$ cat src/hdl/spi_fram_pkg.sv
// Shared constants and types for the serial nonvolatile memory command front end
package spi_fram_pkg;
   localparam int ADDR_W = 15;
   localparam int ADDR_HI_W = 7;
   localparam int BYTE_W = 8;
   localparam int BUF_W = ADDR_W + BYTE_W;

   localparam logic [7:0] OP_LATCH_SET = 8'h06;
   localparam logic [7:0] OP_LATCH_RESET = 8'h04;
   localparam logic [7:0] OP_STATUS_READ = 8'h05;
   localparam logic [7:0] OP_STATUS_WRITE = 8'h01;
   localparam logic [7:0] OP_MEM_READ = 8'h03;
   localparam logic [7:0] OP_FAST_READ = 8'h0b;
   localparam logic [7:0] OP_MEM_WRITE = 8'h02;
   localparam logic [7:0] OP_SLEEP = 8'hb9;
   localparam logic [7:0] OP_IDENTITY_READ = 8'h9f;

   localparam int ST_WEL_BIT = 1;
   localparam int ST_BP0_BIT = 2;
   localparam int ST_BP1_BIT = 3;
   localparam int ST_WPEN_BIT = 7;
   localparam logic [7:0] STATUS_RESET = 8'h00;

   localparam logic [1:0] BP_NONE = 2'h0;
   localparam logic [1:0] BP_QUARTER = 2'h1;
   localparam logic [1:0] BP_HALF = 2'h2;
   localparam logic [14:0] PROT_QUARTER_BASE = 15'h6000;
   localparam logic [14:0] PROT_HALF_BASE = 15'h4000;

   localparam int PIN_W = 4;
   localparam int PIN_CS = 3;
   localparam int PIN_SCK = 2;
   localparam int PIN_SI = 1;
   localparam int PIN_WP = 0;
   localparam logic [3:0] PIN_RESET = 4'hf;

   localparam logic [2:0] BIT_LAST = 3'h7;
   localparam logic [3:0] BYTE_BITS = 4'h8;

   localparam int CLK_PERIOD_NS = 10;
   localparam int SCK_PERIOD_NS = 160;
   localparam logic [3:0] SCK_HALF_CYCLES = 4'(SCK_PERIOD_NS / (2 * CLK_PERIOD_NS));

   typedef enum logic [2:0] {
      D_IDLE, D_OPCODE, D_ADDR, D_DUMMY, D_WDATA, D_SWRITE, D_OUT, D_IGNORE
   } dev_state_t;

   typedef enum logic [2:0] {
      M_IDLE, M_LEAD, M_PRE, M_LOW, M_HIGH, M_TRAIL, M_GAP
   } mst_state_t;
endpackage

$ cat src/hdl/spi_fram_if.sv
// Four-wire serial link between the bus master and the memory front end
`timescale 1ns/1ps
interface spi_fram_if;
   logic cs_n;
   logic sck;
   logic si;
   logic so;
   logic so_oe;

   modport master (output cs_n, output sck, output si, input so);
   modport device (input cs_n, input sck, input si, output so, output so_oe);
endinterface

$ cat src/hdl/spi_fram_device.sv
// Memory-side serial command front end: mode detect, opcode decode, write enable latch
`timescale 1ns/1ps
module spi_fram_device #(
   parameter logic [7:0] ID_BYTE = 8'h3c // Arbitrary identity value
) (
   input wire logic clk,
   input wire logic arst_n,
   spi_fram_if.device spi,
   input wire logic wp_n,
   output logic [14:0] rd_addr,
   input wire logic [7:0] rd_data,
   output logic wr_valid,
   input wire logic wr_ready,
   output logic [14:0] wr_addr,
   output logic [7:0] wr_data,
   output logic write_enable_flag
);
   logic [3:0] pin_m_q;
   logic [3:0] pin_s_q;
   logic cs_prev_q;
   logic sck_prev_q;
   logic sel;
   logic cs_fall;
   logic cs_rise;
   logic sck_rise;
   logic sck_fall;
   logic mode3_q;
   logic armed_q;
   logic take;
   logic byte_done;
   logic [2:0] bit_q;
   logic [7:0] shift_q;
   logic [7:0] new_byte;
   spi_fram_pkg::dev_state_t state_q;
   logic [7:0] op_q;
   logic op_done_q;
   logic addr_hi_done_q;
   logic [14:0] addr_q;
   logic stop_q;
   logic wel_q;
   logic wpen_q;
   logic [1:0] bp_q;
   logic [7:0] status_byte;
   logic write_ok;
   logic push;
   logic ld_q;
   logic [7:0] tx_q;
   logic so_q;
   logic so_oe_q;
   logic [22:0] buf_q [2];
   logic wr_ptr_q;
   logic rd_ptr_q;
   logic [1:0] cnt_q;
   logic pop;

   function automatic spi_fram_pkg::dev_state_t decode_op(input logic [7:0] op);
      case (op)
         spi_fram_pkg::OP_LATCH_SET, spi_fram_pkg::OP_LATCH_RESET,
         spi_fram_pkg::OP_SLEEP: decode_op = spi_fram_pkg::D_IGNORE;
         spi_fram_pkg::OP_STATUS_READ, spi_fram_pkg::OP_IDENTITY_READ: decode_op = spi_fram_pkg::D_OUT;
         spi_fram_pkg::OP_STATUS_WRITE: decode_op = spi_fram_pkg::D_SWRITE;
         spi_fram_pkg::OP_MEM_READ, spi_fram_pkg::OP_FAST_READ,
         spi_fram_pkg::OP_MEM_WRITE: decode_op = spi_fram_pkg::D_ADDR;
         default: decode_op = spi_fram_pkg::D_IGNORE;
      endcase
   endfunction

   function automatic logic is_protected(input logic [14:0] a, input logic [1:0] bp);
      case (bp)
         spi_fram_pkg::BP_NONE: is_protected = 1'b0;
         spi_fram_pkg::BP_QUARTER: is_protected = a >= spi_fram_pkg::PROT_QUARTER_BASE;
         spi_fram_pkg::BP_HALF: is_protected = a >= spi_fram_pkg::PROT_HALF_BASE;
         default: is_protected = 1'b1;
      endcase
   endfunction

   // Two-stage synchronisers for the select, clock and data-in link pins and the protect pin
   always_ff @(posedge clk or negedge arst_n) begin
      if (!arst_n) begin
         pin_m_q <= spi_fram_pkg::PIN_RESET;
         pin_s_q <= spi_fram_pkg::PIN_RESET;
         cs_prev_q <= 1'b1;
         sck_prev_q <= 1'b1;
      end else begin
         pin_m_q <= {spi.cs_n, spi.sck, spi.si, wp_n};
         pin_s_q <= pin_m_q;
         cs_prev_q <= pin_s_q[spi_fram_pkg::PIN_CS];
         sck_prev_q <= pin_s_q[spi_fram_pkg::PIN_SCK];
      end
   end

   assign sel = !pin_s_q[spi_fram_pkg::PIN_CS];
   assign cs_fall = cs_prev_q && sel;
   assign cs_rise = !cs_prev_q && !sel;
   assign sck_rise = sel && !sck_prev_q && pin_s_q[spi_fram_pkg::PIN_SCK];
   assign sck_fall = sel && sck_prev_q && !pin_s_q[spi_fram_pkg::PIN_SCK];
   assign take = sck_rise && armed_q && !cs_fall;
   assign byte_done = take && (bit_q == spi_fram_pkg::BIT_LAST);
   assign new_byte = {shift_q[6:0], pin_s_q[spi_fram_pkg::PIN_SI]};

   // Mode is taken from the clock level as select falls
   always_ff @(posedge clk or negedge arst_n) begin
      if (!arst_n) begin
         mode3_q <= 1'b0;
         armed_q <= 1'b0;
      end else if (cs_fall) begin
         mode3_q <= pin_s_q[spi_fram_pkg::PIN_SCK];
         armed_q <= !pin_s_q[spi_fram_pkg::PIN_SCK];
      end else if (!sel) begin
         armed_q <= 1'b0;
      end else if (sck_fall) begin
         armed_q <= 1'b1;
      end
   end

   always_ff @(posedge clk or negedge arst_n) begin
      if (!arst_n) begin
         bit_q <= '0;
         shift_q <= '0;
      end else if (cs_fall) begin
         bit_q <= '0;
      end else if (take) begin
         bit_q <= bit_q + 3'h1;
         shift_q <= new_byte;
      end
   end

   // Command sequencing; one opcode per select period
   always_ff @(posedge clk or negedge arst_n) begin
      if (!arst_n) begin
         state_q <= spi_fram_pkg::D_IDLE;
         op_q <= '0;
         op_done_q <= 1'b0;
         addr_hi_done_q <= 1'b0;
      end else if (cs_fall) begin
         state_q <= spi_fram_pkg::D_OPCODE;
         op_done_q <= 1'b0;
         addr_hi_done_q <= 1'b0;
      end else if (!sel) begin
         state_q <= spi_fram_pkg::D_IDLE;
      end else if (byte_done) begin
         case (state_q)
            spi_fram_pkg::D_OPCODE: begin
               op_q <= new_byte;
               op_done_q <= 1'b1;
               state_q <= decode_op(new_byte);
            end
            spi_fram_pkg::D_ADDR: begin
               addr_hi_done_q <= 1'b1;
               if (addr_hi_done_q) begin
                  if (op_q == spi_fram_pkg::OP_FAST_READ) begin
                     state_q <= spi_fram_pkg::D_DUMMY;
                  end else if (op_q == spi_fram_pkg::OP_MEM_WRITE) begin
                     state_q <= spi_fram_pkg::D_WDATA;
                  end else begin
                     state_q <= spi_fram_pkg::D_OUT;
                  end
               end
            end
            spi_fram_pkg::D_DUMMY: state_q <= spi_fram_pkg::D_OUT;
            spi_fram_pkg::D_SWRITE: state_q <= spi_fram_pkg::D_IGNORE;
            default: state_q <= state_q;
         endcase
      end
   end

   assign write_ok = wel_q && !stop_q && !is_protected(addr_q, bp_q);
   assign push = byte_done && (state_q == spi_fram_pkg::D_WDATA) && write_ok;

   // Address capture and auto increment, wrapping at the top
   always_ff @(posedge clk or negedge arst_n) begin
      if (!arst_n) begin
         addr_q <= '0;
         stop_q <= 1'b0;
      end else if (cs_fall) begin
         stop_q <= 1'b0;
      end else if (byte_done) begin
         case (state_q)
            spi_fram_pkg::D_ADDR: begin
               if (!addr_hi_done_q) begin
                  addr_q[14:8] <= new_byte[spi_fram_pkg::ADDR_HI_W-1:0];
               end else begin
                  addr_q[7:0] <= new_byte;
               end
            end
            spi_fram_pkg::D_WDATA: begin
               if (write_ok) begin
                  addr_q <= addr_q + 15'h1;
               end else begin
                  stop_q <= 1'b1;
               end
            end
            spi_fram_pkg::D_OUT: begin
               if (op_q == spi_fram_pkg::OP_MEM_READ || op_q == spi_fram_pkg::OP_FAST_READ) begin
                  addr_q <= addr_q + 15'h1;
               end
            end
            default: addr_q <= addr_q;
         endcase
      end
   end

   // Status register and write enable latch
   always_ff @(posedge clk or negedge arst_n) begin
      if (!arst_n) begin
         wel_q <= 1'b0;
         wpen_q <= 1'b0;
         bp_q <= spi_fram_pkg::BP_NONE;
      end else begin
         if (byte_done && state_q == spi_fram_pkg::D_SWRITE && wel_q
             && !(wpen_q && !pin_s_q[spi_fram_pkg::PIN_WP])) begin
            wpen_q <= new_byte[spi_fram_pkg::ST_WPEN_BIT];
            bp_q <= new_byte[spi_fram_pkg::ST_BP1_BIT:spi_fram_pkg::ST_BP0_BIT];
         end
         if (cs_rise && op_done_q) begin
            case (op_q)
               spi_fram_pkg::OP_LATCH_SET: wel_q <= 1'b1;
               spi_fram_pkg::OP_LATCH_RESET: wel_q <= 1'b0;
               spi_fram_pkg::OP_STATUS_WRITE, spi_fram_pkg::OP_MEM_WRITE: wel_q <= 1'b0;
               default: wel_q <= wel_q;
            endcase
         end
      end
   end

   always_comb begin
      status_byte = spi_fram_pkg::STATUS_RESET;
      status_byte[spi_fram_pkg::ST_WEL_BIT] = wel_q;
      status_byte[spi_fram_pkg::ST_BP0_BIT] = bp_q[0];
      status_byte[spi_fram_pkg::ST_BP1_BIT] = bp_q[1];
      status_byte[spi_fram_pkg::ST_WPEN_BIT] = wpen_q;
   end

   // Output byte is loaded the cycle after each completed byte that leaves the front end in D_OUT
   always_ff @(posedge clk or negedge arst_n) begin
      if (!arst_n) begin
         ld_q <= 1'b0;
         tx_q <= '0;
      end else begin
         ld_q <= byte_done;
         if (ld_q && state_q == spi_fram_pkg::D_OUT) begin
            if (op_q == spi_fram_pkg::OP_STATUS_READ) begin
               tx_q <= status_byte;
            end else if (op_q == spi_fram_pkg::OP_IDENTITY_READ) begin
               tx_q <= ID_BYTE;
            end else begin
               tx_q <= rd_data;
            end
         end
      end
   end

   // Serial output changes on falling edges, released when deselected or when not in D_OUT
   always_ff @(posedge clk or negedge arst_n) begin
      if (!arst_n) begin
         so_q <= 1'b0;
         so_oe_q <= 1'b0;
      end else if (!sel || state_q != spi_fram_pkg::D_OUT) begin
         so_q <= 1'b0;
         so_oe_q <= 1'b0;
      end else if (sck_fall) begin
         so_q <= tx_q[spi_fram_pkg::BIT_LAST - bit_q];
         so_oe_q <= 1'b1;
      end
   end

   // Two-entry buffer between the link and the memory write port
   assign pop = wr_valid && wr_ready;
   always_ff @(posedge clk or negedge arst_n) begin
      if (!arst_n) begin
         buf_q[0] <= '0;
         buf_q[1] <= '0;
         wr_ptr_q <= 1'b0;
         rd_ptr_q <= 1'b0;
         cnt_q <= '0;
      end else begin
         if (push && cnt_q != 2'h2) begin
            buf_q[wr_ptr_q] <= {addr_q, new_byte};
            wr_ptr_q <= !wr_ptr_q;
         end
         if (pop) begin
            rd_ptr_q <= !rd_ptr_q;
         end
         cnt_q <= cnt_q + {1'b0, push && cnt_q != 2'h2} - {1'b0, pop};
      end
   end

   assign wr_valid = cnt_q != 2'h0;
   assign wr_addr = buf_q[rd_ptr_q][22:8];
   assign wr_data = buf_q[rd_ptr_q][7:0];
   assign rd_addr = addr_q;
   assign write_enable_flag = wel_q;
   assign spi.so = so_q;
   assign spi.so_oe = so_oe_q;
endmodule

$ cat src/flat_wrapper.sv
// flat-port wrapper written by rule: the top's interface ports become plain ports
module spi_fram_device_flat 
#(
   parameter logic [7:0] ID_BYTE = 8'h3c                            
)
  (clk, arst_n, wp_n, rd_addr, rd_data, wr_valid, wr_ready, wr_addr, wr_data, write_enable_flag, spi_cs_n, spi_sck, spi_si, spi_so, spi_so_oe);
  spi_fram_if spi_i ();
  input wire logic clk;
  input wire logic arst_n;
  input wire logic wp_n;
  output logic [14:0] rd_addr;
  input wire logic [7:0] rd_data;
  output logic wr_valid;
  input wire logic wr_ready;
  output logic [14:0] wr_addr;
  output logic [7:0] wr_data;
  output logic write_enable_flag;
  input wire logic [$bits(spi_i.cs_n)-1:0] spi_cs_n;
  input wire logic [$bits(spi_i.sck)-1:0] spi_sck;
  input wire logic [$bits(spi_i.si)-1:0] spi_si;
  output wire logic [$bits(spi_i.so)-1:0] spi_so;
  output wire logic [$bits(spi_i.so_oe)-1:0] spi_so_oe;
  assign spi_i.cs_n = spi_cs_n;
  assign spi_i.sck = spi_sck;
  assign spi_i.si = spi_si;
  assign spi_so = spi_i.so;
  assign spi_so_oe = spi_i.so_oe;
  spi_fram_device #(.ID_BYTE(ID_BYTE)) u_core (.clk(clk), .arst_n(arst_n), .spi(spi_i), .wp_n(wp_n), .rd_addr(rd_addr), .rd_data(rd_data), .wr_valid(wr_valid), .wr_ready(wr_ready), .wr_addr(wr_addr), .wr_data(wr_data), .write_enable_flag(write_enable_flag));
endmodule
$ cat config.mk
export PLATFORM = sky130hd
export DESIGN_NAME = spi_fram_device_flat
export DESIGN_NICKNAME = d
export VERILOG_FILES = /design/src/hdl/spi_fram_pkg.sv /design/src/hdl/spi_fram_if.sv /design/src/hdl/spi_fram_device.sv /design/src/flat_wrapper.sv
export SDC_FILE = /design/constraint.sdc
export NUM_CORES = 1
export LEC_CHECK = 0
export ABC_AREA = 1
export BUFFER_PORTS_ARGS = -buffer_cell sky130_fd_sc_hd__buf_2
export CORE_ASPECT_RATIO = 2
export CORE_MARGIN = 5
export CORE_UTILIZATION = 59
export DETAILED_ROUTE_END_ITERATION = 8
export PLACE_DENSITY_LB_ADDON = 0.08
export SLEW_MARGIN = 15
export SYNTH_ARGS = -nofsm -noshare
export SYNTH_HDL_FRONTEND = slang
export SYNTH_SLANG_ARGS = --single-unit
export TNS_END_PERCENT = 30
$ cat constraint.sdc
create_clock -name clk -period 2 [get_ports clk]
set_input_delay 0.2 -clock clk [delete_from_list [all_inputs] [get_ports clk]]
set_output_delay 0.2 -clock clk [all_outputs]
set_load 0.01 [all_outputs]
==> out/qor.yml, run 1 <==
seq_area_frac_synth: 0.516
clock_skew_ps: 7.42
nFillCells: 768
syn-cell-area_um2: 5600
yosysUniqueCellTypes: 29
critPathLaunchType: "register"
status: "complete, no violations"
post-route-period-util: 0.961
muxShareOfSynthArea: 0
hpwlAfterDp_mm: 11.9
io_buffers: 56
rsz0062_at_grt: "true"
synthXorXnorAreaFrac: 0.00625
grt_overflow: 0
avgSynthCellArea_um2: 7.58
track_usage: 0.302
antennaDiodeCount: 0
row_count: 50
wl_per_cell_um: 17.5
setup_viol: 0
synth-compound-area-share: 0.0846
core_area_um2: 9320
crit_fanout: 13
totalWireLength_mm: 16.3
postLayoutCoreUtil: 0.717
max_stage_delay_ps: 400
crit_arrival_ps: 2270
synthAdderAreaFrac: 0.0112
p_total_mw: 6.06
endpoint_kind: "register"
fin_crit_ps: 1920
critPathKind: "reg2reg"
die_h_um: 148
pin_count: 57
clkSlewWorstSetupHoldPaths_ps: 60
cts_buffers: 17
fp.dieArea_um2: 11700
hold_violations: 0
clk-insertion-delay-late_ps: 410
clk_path_buf_depth: 2
maxSlewViolCount: 0
yosys_warnings: 0
clkSinkCount: 115
num_vias: 5216
drc: 0
total_leakage_power_nw: 3.47
syn2layout_area_growth_pct: 19.3
crit_slowest_cell: "dfrtp_1"
ys_seq_elements: 115
antenna_found_initial: 0
cp.required_ps: 2350
htreeDepth: 4
maxCapViolations: 0
drive_above_1_share: 0.151
syn_nets: 759
synth_top_family_by_area: "simple AND/OR/NAND/NOR gates"
grt_pass1_wl_mm: 26.6
start_util: 0.601
yosys.area_share.simple: 0.316
tritoncts: "yes"
maxClockFrequency_mhz: 520
via_per_inst: 5.57
grt_pass1_vias: 5406
die_x_um: 78.9
tightestPinTransition_ps: 586
final_nets: 839
ir_worst_vdd_mv: 0.655
syn_inst: 739
place.gp.congestion: 0.990
cts_root_buf: "clkbuf_16"
first_pass_iters: 5
drt_iter0_drc: 359
power.density_nw_per_um2: 906
hold_path_class: "in2reg"
grt_start_max_net_pins: 51
relSlewSlack: 0.608
ant_nets: 0
cp_cell_sequence: "ha_1, ha_1, nand4_2, inv_2, buf_4, nand4_1, nor2_1, nand2_1, nand2_1"
cells by family after synthesis:
group,Yosys count
and+or+nand+nor,436
DFF,115
adders and majority gates,5
xor gates and xnor gates,4
buffers and inverters,85
AOI/OAI and AO/OA,94
state kept, by name, summed over array words and instances, names as in the netlist, 2 cells and up:
signal and cells:
u_core.bp_q 2, u_core.op_q 8, u_core.tx_q 8, u_core.cnt_q 2
u_core.pin_s_q 4, u_core.buf_q 46, u_core.state_q 3, u_core.rd_addr 15
u_core.bit_q 3, u_core.pin_m_q 4, u_core.shift_q 7
cells in the final DEF (no fill, tap or decap), drive strengths merged:
master and count:
clkinvlp 3, nand2 320, a21oi 8, nor2 54, clkinv 8, a31oi 1
nand3b 3, o211ai 1, o21ai 84, clkbuf 20, and2 1, nor4 1
nand4 10, dfrtp 105, xor2 3, dlygate4sd3 6, ha 5, buf 72
nand3 41, nor3 6, dfstp 10, bufinv 2, xnor2 1, inv 67
per-layer routing:
metal,track usage,vias to the layer above,part of all wire
met5,0,-,0
met4,0.207,0,0.071
met3,0.0646,72,0.045
met2,0.550,190,0.54
met1,0.295,2451,0.34
li1,-,2503,-
where the power goes:
group / leakage [nW] / internal (mW) / switching [mW]
clock: 0.282 / 1.90 / 1.11
sequential: 1.52 / 2.40 / 0.0470
combinational: 1.67 / 0.163 / 0.442
total: 3.47 / 4.46 / 1.60
cells in the mapped netlist:
cell type | n | area (um^2)
nand2_1 | 317 | 1190
dfrtp_1 | 105 | 2630
inv_1 | 66 | 248
nor2_1 | 48 | 180
o21ai_0 | 48 | 240
nand3_1 | 41 | 205
o21ai_1 | 36 | 180
dfstp_2 | 10 | 263
nand4_1 | 9 | 56.3
a21oi_1 | 8 | 40.0
clkbuf_1 | 8 | 30.0
buf_6 | 6 | 67.6
nor3_1 | 6 | 30.0
ha_1 | 5 | 62.6
nor2_2 | 5 | 31.3
nand2_2 | 3 | 18.8
nand3b_1 | 3 | 22.5
xor2_1 | 3 | 26.3
buf_2 | 2 | 10.0
a31oi_1 | 1 | 6.26
and2_1 | 1 | 6.26
buf_4 | 1 | 7.51
clkinv_2 | 1 | 5.00
inv_2 | 1 | 3.75
nand4_2 | 1 | 12.5
nor2_4 | 1 | 11.3
nor4_1 | 1 | 6.26
o211ai_1 | 1 | 7.51
xnor2_1 | 1 | 8.76
final timing paths:
| path | start | end | slack (ps) | depth (start not counted) |
|---|---|---|---|---|
| min reg2reg | u_core.pin_m_q[0]$_DFF_PN1_ | u_core.pin_s_q[0]$_DFF_PN1_ | 350 | 0 |
| min in group asynchronous | arst_n | u_core.state_q[0]$_DFFE_PN0P_ | 290 | 2 |
| max reg2reg | u_core.bit_q[1]$_DFFE_PN0P_ | u_core.buf_q[13]$_DFFE_PN0P_ | 80 | 9 |
| max in group asynchronous | arst_n | u_core.buf_q[6]$_DFFE_PN0P_ | 1010 | 3 |
| max | u_core.bit_q[1]$_DFFE_PN0P_ | u_core.buf_q[13]$_DFFE_PN0P_ | 80 | 9 |
| min | rd_data[6] | u_core.tx_q[6]$_DFFE_PN0P_ | 5 | 3 |
worst max-delay path, delay by kind of cell, from the launching register on:
kind                     cells  cell delay (ps)
adder cells (fa/ha/maj)      2              350
AND/OR/NAND/NOR              5              860
buffers and inverters        2              270
flip-flops                   1              400
through the flow:
step | cell area, um^2 | setup WS [ps] | instances | hold slack (ps) | TNS [ps]
floorplan | 5600 | 266 | 739 | -95.6 | 0
global placement | 6030 | 116 | 898 | 179 | 0
detailed placement | 6030 | 58.6 | 898 | 187 | 0
CTS | 6680 | 34.9 | 936 | 1.72 | 0
global route | 6690 | -71.9 | 936 | 4.93 | -510
finish | 6690 | 78.3 | 936 | 4.59 | 0
final cells by class:
cell class                 instances  area [um^2]  area share
clock buffer                      20          457      0.0683
clock inverter                    12          133      0.0198
inverter                          68          256      0.0384
multi-input combinational        539         2340       0.350
sequential                       115         2890       0.433
tap                              104          130      0.0195
timing repair buffer              78          475      0.0711
timing repair:
item,CTS,global route
resized for setup,0,1
hold buffers,6,0
setup buffers,0,0
hold endpoints to repair,31,0
setup endpoints to repair,0,20
No activity file was read; power rests on OpenSTA's default activity.
==> run 2: changes to the inputs <==
--- a/config.mk
+++ b/config.mk
@@ -11,7 +11,10 @@
 export CORE_MARGIN = 5
 export CORE_UTILIZATION = 59
 export DETAILED_ROUTE_END_ITERATION = 8
+export HOLD_SLACK_MARGIN = 0.03
 export PLACE_DENSITY_LB_ADDON = 0.08
+export RECOVER_POWER = 50
+export SETUP_SLACK_MARGIN = 0.5
 export SLEW_MARGIN = 15
 export SYNTH_ARGS = -nofsm -noshare
 export SYNTH_HDL_FRONTEND = slang
==> run 2 against run 1 <==
Via count rose by 3.2%. Sequential cell count did not move. Final cell count rose by 1.4%. Clock-buffer cell count did not move. Largest power group unchanged. Critical path type unchanged. Setup slack improved by 200 ps. Non-clock buffer count rose by 13. Total power rose by 6.2%. Clock power rose by 12%. Combinational power rose by 4.0%.
==> out/qor.yml, run 2 (synthesis gave the netlist of run 1 again) <==
pin_count: 57  # unchanged
cts_buffers: 17  # unchanged
grt_pass1_wl_mm: 26.4  # was 26.6 mm
first_pass_iters: 6  # was 5
tritoncts: "yes"  # unchanged
drc: 0  # unchanged
cp.required_ps: 2360  # was 2350 ps
clock_skew_ps: 14.3  # was 7.42 ps
grt_start_max_net_pins: 58  # was 51
num_vias: 5385  # was 5216
track_usage: 0.298  # was 0.302
wl_per_cell_um: 17.8  # was 17.5 um
regMostFlops: "u_core.buf_q"  # unchanged
place.gp.congestion: 0.894  # was 0.990
status: "complete, no violations"  # unchanged
power.density_nw_per_um2: 903  # was 906 nW/um^2
clk_path_buf_depth: 2  # unchanged
ant_nets: 0  # unchanged
fin_tns_setup_ps: 0  # unchanged
grt_pass1_vias: 5448  # was 5406
total_leakage_power_nw: 3.58  # was 3.47 nW
syn2layout_area_growth_pct: 27.1  # was 19.3%
tightestPinTransition_ps: 803  # was 586 ps
drt_iter0_drc: 493  # was 359
hold_path_class: "in2reg"  # unchanged
fin_crit_ps: 1720  # was 1920 ps
setup_viol: 0  # unchanged
relSlewSlack: 0.464  # was 0.608
die_h_um: 148  # unchanged
fp.dieArea_um2: 11700  # unchanged
hold-worst-slack_ps: 57.0  # was 4.59 ps
maxSlewViolCount: 0  # unchanged
nFillCells: 683  # was 768
post-route-period-util: 0.860  # was 0.961
start_util: 0.601  # unchanged
clkSinkCount: 115  # unchanged
crit_arrival_ps: 2080  # was 2270 ps
totalWireLength_mm: 16.9  # was 16.3 mm
clk-insertion-delay-late_ps: 430  # was 410 ps
crit_fanout: 6  # was 13
rsz0062_at_grt: "true"  # unchanged
place_inst: 894  # was 898
clkSlewWorstSetupHoldPaths_ps: 60  # about the same
maxClockFrequency_mhz: 581  # was 520 MHz
ir_worst_vdd_mv: 0.662  # was 0.655 mV
drive_above_1_share: 0.196  # was 0.151
htreeDepth: 4  # unchanged
via_per_inst: 5.67  # was 5.57
final_cell_mix: "nand2_1, dfrtp_1, inv_1"  # unchanged
antenna_found_initial: 0  # unchanged
largest_reg_flops: 46  # unchanged
die_x_um: 78.9  # unchanged
final_nets: 852  # was 839
grt_overflow: 0  # unchanged
layout_commonest_cell: "nand2_1"  # unchanged
stdcell_count: 949  # was 936
hold_violations: 0  # unchanged
row_count: 50  # unchanged
critPathKind: "reg2reg"  # unchanged
io_buffers: 56  # unchanged
cts_root_buf: "clkbuf_16"  # unchanged
antennaDiodeCount: 0  # unchanged
hpwlAfterDp_mm: 11.3  # was 11.9 mm
critPathLaunchType: "register"  # unchanged
core_area_um2: 9320  # unchanged
endpoint_kind: "register"  # unchanged
maxCapViolations: 0  # unchanged
## run 2: path summary, 6_finish.rpt
| check | start | endpoint | slack, ps | cells past startpoint |
|---|---|---|---|---|
| setup / recovery | u_core.pin_s_q[2]$_DFF_PN1_ | u_core.buf_q[11]$_DFFE_PN0P_ | 280 | 9 |
| hold / removal | rd_data[5] | u_core.tx_q[5]$_DFFE_PN0P_ | 60 | 3 |
| setup reg to reg | u_core.pin_s_q[2]$_DFF_PN1_ | u_core.buf_q[11]$_DFFE_PN0P_ | 280 | 9 |
| hold reg to reg | u_core.pin_m_q[0]$_DFF_PN1_ | u_core.pin_s_q[0]$_DFF_PN1_ | 360 | 0 |
| max in group asynchronous | arst_n | u_core.buf_q[25]$_DFFE_PN0P_ | 390 | 3 |
| min in group asynchronous | arst_n | u_core.state_q[1]$_DFFE_PN0P_ | 410 | 2 |
## run 2: metrics by stage
| stage | setup WS [ps] | cell area (um^2) | power (mW) | utilization |
|---|---|---|---|---|
| 2_1_floorplan | 428 | 5650 | 2.82 | - |
| 3_3_place_gp | 213 | 6050 | 3.05 | 0.649 |
| 3_5_place_dp | 141 | 6050 | 3.06 | 0.649 |
| 4_1_cts | 348 | 6940 | 6.43 | 0.745 |
| 5_1_grt | 130 | 7120 | 6.63 | 0.764 |
| 6_report | 280 | 7120 | 6.43 | 0.764 |
## run 2: final cells by class
type	instances	area, um^2	area share
flip-flops and latches	115	2890	0.406
repair buffers	91	667	0.0936
clock inverters	12	205	0.0288
well taps	104	130	0.0183
clock buffers	20	447	0.0627
inverters	68	267	0.0374
multi-input cells	539	2520	0.353
## run 2: critical path, stage by stage, from the launching register on
cell,delay (ps)
dfstp_1,560
nand2_2,60
inv_2,80
nand4_4,140
inv_4,120
nand4_1,170
nor2_1,210
buf_4,180
nand2_1,50
nand2_1,80
## run 2: metal layers
metal  track usage  vias up  part of all wire
met5             0        -                 0
met4         0.217        0             0.078
met3        0.0707       85             0.055
met2         0.530      248              0.52
met1         0.291     2528              0.34
li1              -     2524                 -
## run 2: what timing repair did
item / CTS / global route
endpoints found under the setup margin: 115 / 118
gates resized for setup: 26 / 35
buffers inserted: 10 / 3
hold buffers: 7 / 0
cloned: 0 / 3
hold endpoints to repair: 35 / 0
pin swaps: 7 / 8
## run 2: report_power, final
part           switching, mW  leakage, nW  internal (mW)  total [mW]
Clock                   1.12        0.310           2.25        3.37
Sequential            0.0435         1.51           2.40        2.44
Combinational          0.449         1.75          0.180       0.629
==> run 3: changes to the inputs <==
==> constraint.sdc (replaced) <==
create_clock -name clk -period 2 [get_ports clk]
set_input_delay 0.5 -clock clk [delete_from_list [all_inputs] [get_ports clk]]
set_output_delay 0.5 -clock clk [all_outputs]
set_load 0.01 [all_outputs]
==> run 3 against run 2 <==
Final cell count grew 1.9%. Hold slack gained 120 ps. Via count grew 12%. Combinational power grew 73%. Total power grew 6.7%. Register-to-register slack lost 170 ps. Wire length grew 23%. Fmax shrank 9.3%. Largest power group unchanged.
==> out/qor.yml, run 3 (synthesis gave the netlist of run 1 again) <==
tightestPinTransition_ps: 825  # was 803 ps
layout_commonest_cell: "nand2_1"  # unchanged
maxClockFrequency_mhz: 527  # was 581 MHz
syn2layout_area_growth_pct: 39.0  # was 27.1%
htreeDepth: 4  # unchanged
cp_cell_sequence: "clkinv_4, buf_12, nand2_4, nand2_4, buf_6"  # was nand2_2, inv_2, nand4_4, inv_4, nand4_1, nor2_1, buf_4, nand2_1, nand2_1
hold_violations: 0  # unchanged
place.gp.congestion: 0.910  # was 0.894
core_area_um2: 9320  # unchanged
totalWireLength_mm: 20.9  # was 16.9 mm
cp.required_ps: 1500  # was 2360 ps
track_usage: 0.332  # was 0.298
fin_crit_ps: 1900  # was 1720 ps
grt_pass1_wl_mm: 29.3  # was 26.4 mm
clk-insertion-delay-late_ps: 420  # was 430 ps
relSlewSlack: 0.450  # was 0.464
min_path_cells: 1  # was 3
setup_viol: 0  # unchanged
ir_worst_vdd_mv: 0.696  # was 0.662 mV
pin_count: 57  # unchanged
num_vias: 6034  # was 5385
r2r_slack_ps: 110  # was 280 ps
row_count: 50  # unchanged
drt_iter0_drc: 643  # was 493
power.density_nw_per_um2: 882  # was 903 nW/um^2
hpwlAfterDp_mm: 11.5  # was 11.3 mm
clkSlewWorstSetupHoldPaths_ps: 60  # about the same
path_buf_inv: 3  # unchanged
io_buffers: 56  # unchanged
ff2ff_path_depth: 9  # unchanged
wl_per_cell_um: 21.6  # was 17.8 um
tritoncts: "yes"  # unchanged
cts_root_buf: "clkbuf_16"  # unchanged
die_x_um: 78.9  # unchanged
fin_tns_setup_ps: 0  # unchanged
grt_start_max_net_pins: 42  # was 58
min_from: "spi_cs_n"  # was rd_data[5]
postLayoutCoreUtil: 0.836  # was 0.764
hold-worst-slack_ps: 178  # was 57.0 ps
maxSlewViolCount: 0  # unchanged
first_pass_iters: 6  # unchanged
antennaDiodeCount: 0  # unchanged
r2r_end: "u_core.tx_q[6]$_DFFE_PN0P_"  # was u_core.buf_q[11]$_DFFE_PN0P_
crit_arrival_ps: 1400  # was 2080 ps
clk_path_buf_depth: 2  # unchanged
hold_path_class: "in2reg"  # unchanged
p_total_mw: 6.87  # was 6.43 mW
ant_nets: 0  # unchanged
hold_path_end: "u_core.pin_m_q[3]$_DFF_PN1_"  # was u_core.tx_q[5]$_DFFE_PN0P_
final_nets: 871  # was 852
endpoint_kind: "output port"  # was register
post-route-period-util: 0.948  # was 0.860
timing.rr.start: "u_core.state_q[0]$_DFFE_PN0P_"  # was u_core.pin_s_q[2]$_DFF_PN1_
fp.dieArea_um2: 11700  # unchanged
clock_skew_ps: 9.12  # was 14.3 ps
largest_reg_flops: 46  # unchanged
rsz0062_at_grt: "true"  # unchanged
maxCapViolations: 0  # unchanged
clkSinkCount: 115  # unchanged
max_stage_delay_ps: 440  # was 560 ps
cts_buffers: 17  # unchanged
status: "complete, no violations"  # unchanged
final_cell_mix: "nand2_1, dfrtp_1, inv_1"  # unchanged
regMostFlops: "u_core.buf_q"  # unchanged
grt_pass1_vias: 5863  # was 5448
start_util: 0.601  # unchanged
crit_fanout: 6  # unchanged
total_leakage_power_nw: 3.89  # was 3.58 nW
grt_overflow: 0  # unchanged
drc: 0  # unchanged
path_common_cell: "nand2_4"  # was nand2_1
cp_num_cells: 5  # was 9
critPathLaunchType: "register"  # unchanged
critPathKind: "reg2out"  # was reg2reg
drive_above_1_share: 0.298  # was 0.196
cp_top_family: "flip-flops"  # was simple AND/OR/NAND/NOR gates
die_h_um: 148  # unchanged
antenna_found_initial: 0  # unchanged
via_per_inst: 6.24  # was 5.67
crit_slowest_cell: "dfrtp_2"  # was dfstp_1
## run 3: changes by cell type in the layout (fill, tap and decap cells not counted), moves of 9 or more
cell	delta
buf_6	+12
buf_4	+17
nand3_1	-9
nand2_1	-40
nand2_4	+21
buf_2	-9
nand2_2	+18
## run 3: through the flow
| stage | cells | setup WS (ps) | area (um^2) |
|---|---|---|---|
| global route | 967 | 27.8 | 7790 |
| global placement | 899 | 245 | 6100 |
| CTS | 954 | 117 | 7320 |
| finish | 967 | 104 | 7790 |
| detailed placement | 899 | 169 | 6100 |
| floorplan | 739 | 428 | 5650 |
## run 3: worst register-to-register path: stages, from the launching register on
cell and delay, ps:
dfrtp_1 420, inv_2 110, nand2_4 80, nor2_1 450, inv_4 110, nor2_4 260, nand2_2 120, a21oi_2 130
nand2_1 70, o21ai_0 80
## run 3: power by group
part           internal (mW)  switching [mW]
Combinational          0.416           0.677
Sequential              2.40          0.0658
Clock                   2.22            1.09
## run 3: final cells by class
cell class                      count  area [um^2]
Inverter                           68          287
Timing Repair Buffer              109          988
Fill cell                         496         1530
Clock inverter                     11          184
Timing Repair inverter              1         7.51
Clock buffer                       20          447
Multi-Input combinational cell    539         2850
Sequential cell                   115         2900
Tap cell                          104          130
## run 3: worst max-delay path by stage
| stage | from | end | slack [ps] |
|---|---|---|---|
| finish | u_core.rd_ptr_q$_DFFE_PN0P_ | wr_data[7] | 100 |
| global route | u_core.state_q[0]$_DFFE_PN0P_ | u_core.tx_q[6]$_DFFE_PN0P_ | 30 |
| CTS | u_core.rd_ptr_q$_DFFE_PN0P_ | wr_addr[12] | 120 |
| detailed placement | u_core.bit_q[0]$_DFFE_PN0P_ | u_core.rd_addr[7]$_DFFE_PN0P_ | 170 |
| global placement | u_core.bit_q[0]$_DFFE_PN0P_ | u_core.rd_addr[6]$_DFFE_PN0P_ | 240 |
| floorplan | u_core.bit_q[0]$_DFFE_PN0P_ | u_core.cnt_q[1]$_DFF_PN0_ | 430 |
## run 3: repair_timing
action,4_1_cts,5_1_grt
resized for setup,79,110
cloned,7,1
endpoints found under the setup margin,132,139
pin swaps,17,24
hold buffers,1,0
endpoints found under the hold margin,14,0
setup buffers,16,12
## run 3: routing by layer
layer,global-route usage,share of wire
met4,0.269,0.11
met1,0.319,0.30
met2,0.584,0.51
met5,0,0
met3,0.0799,0.082
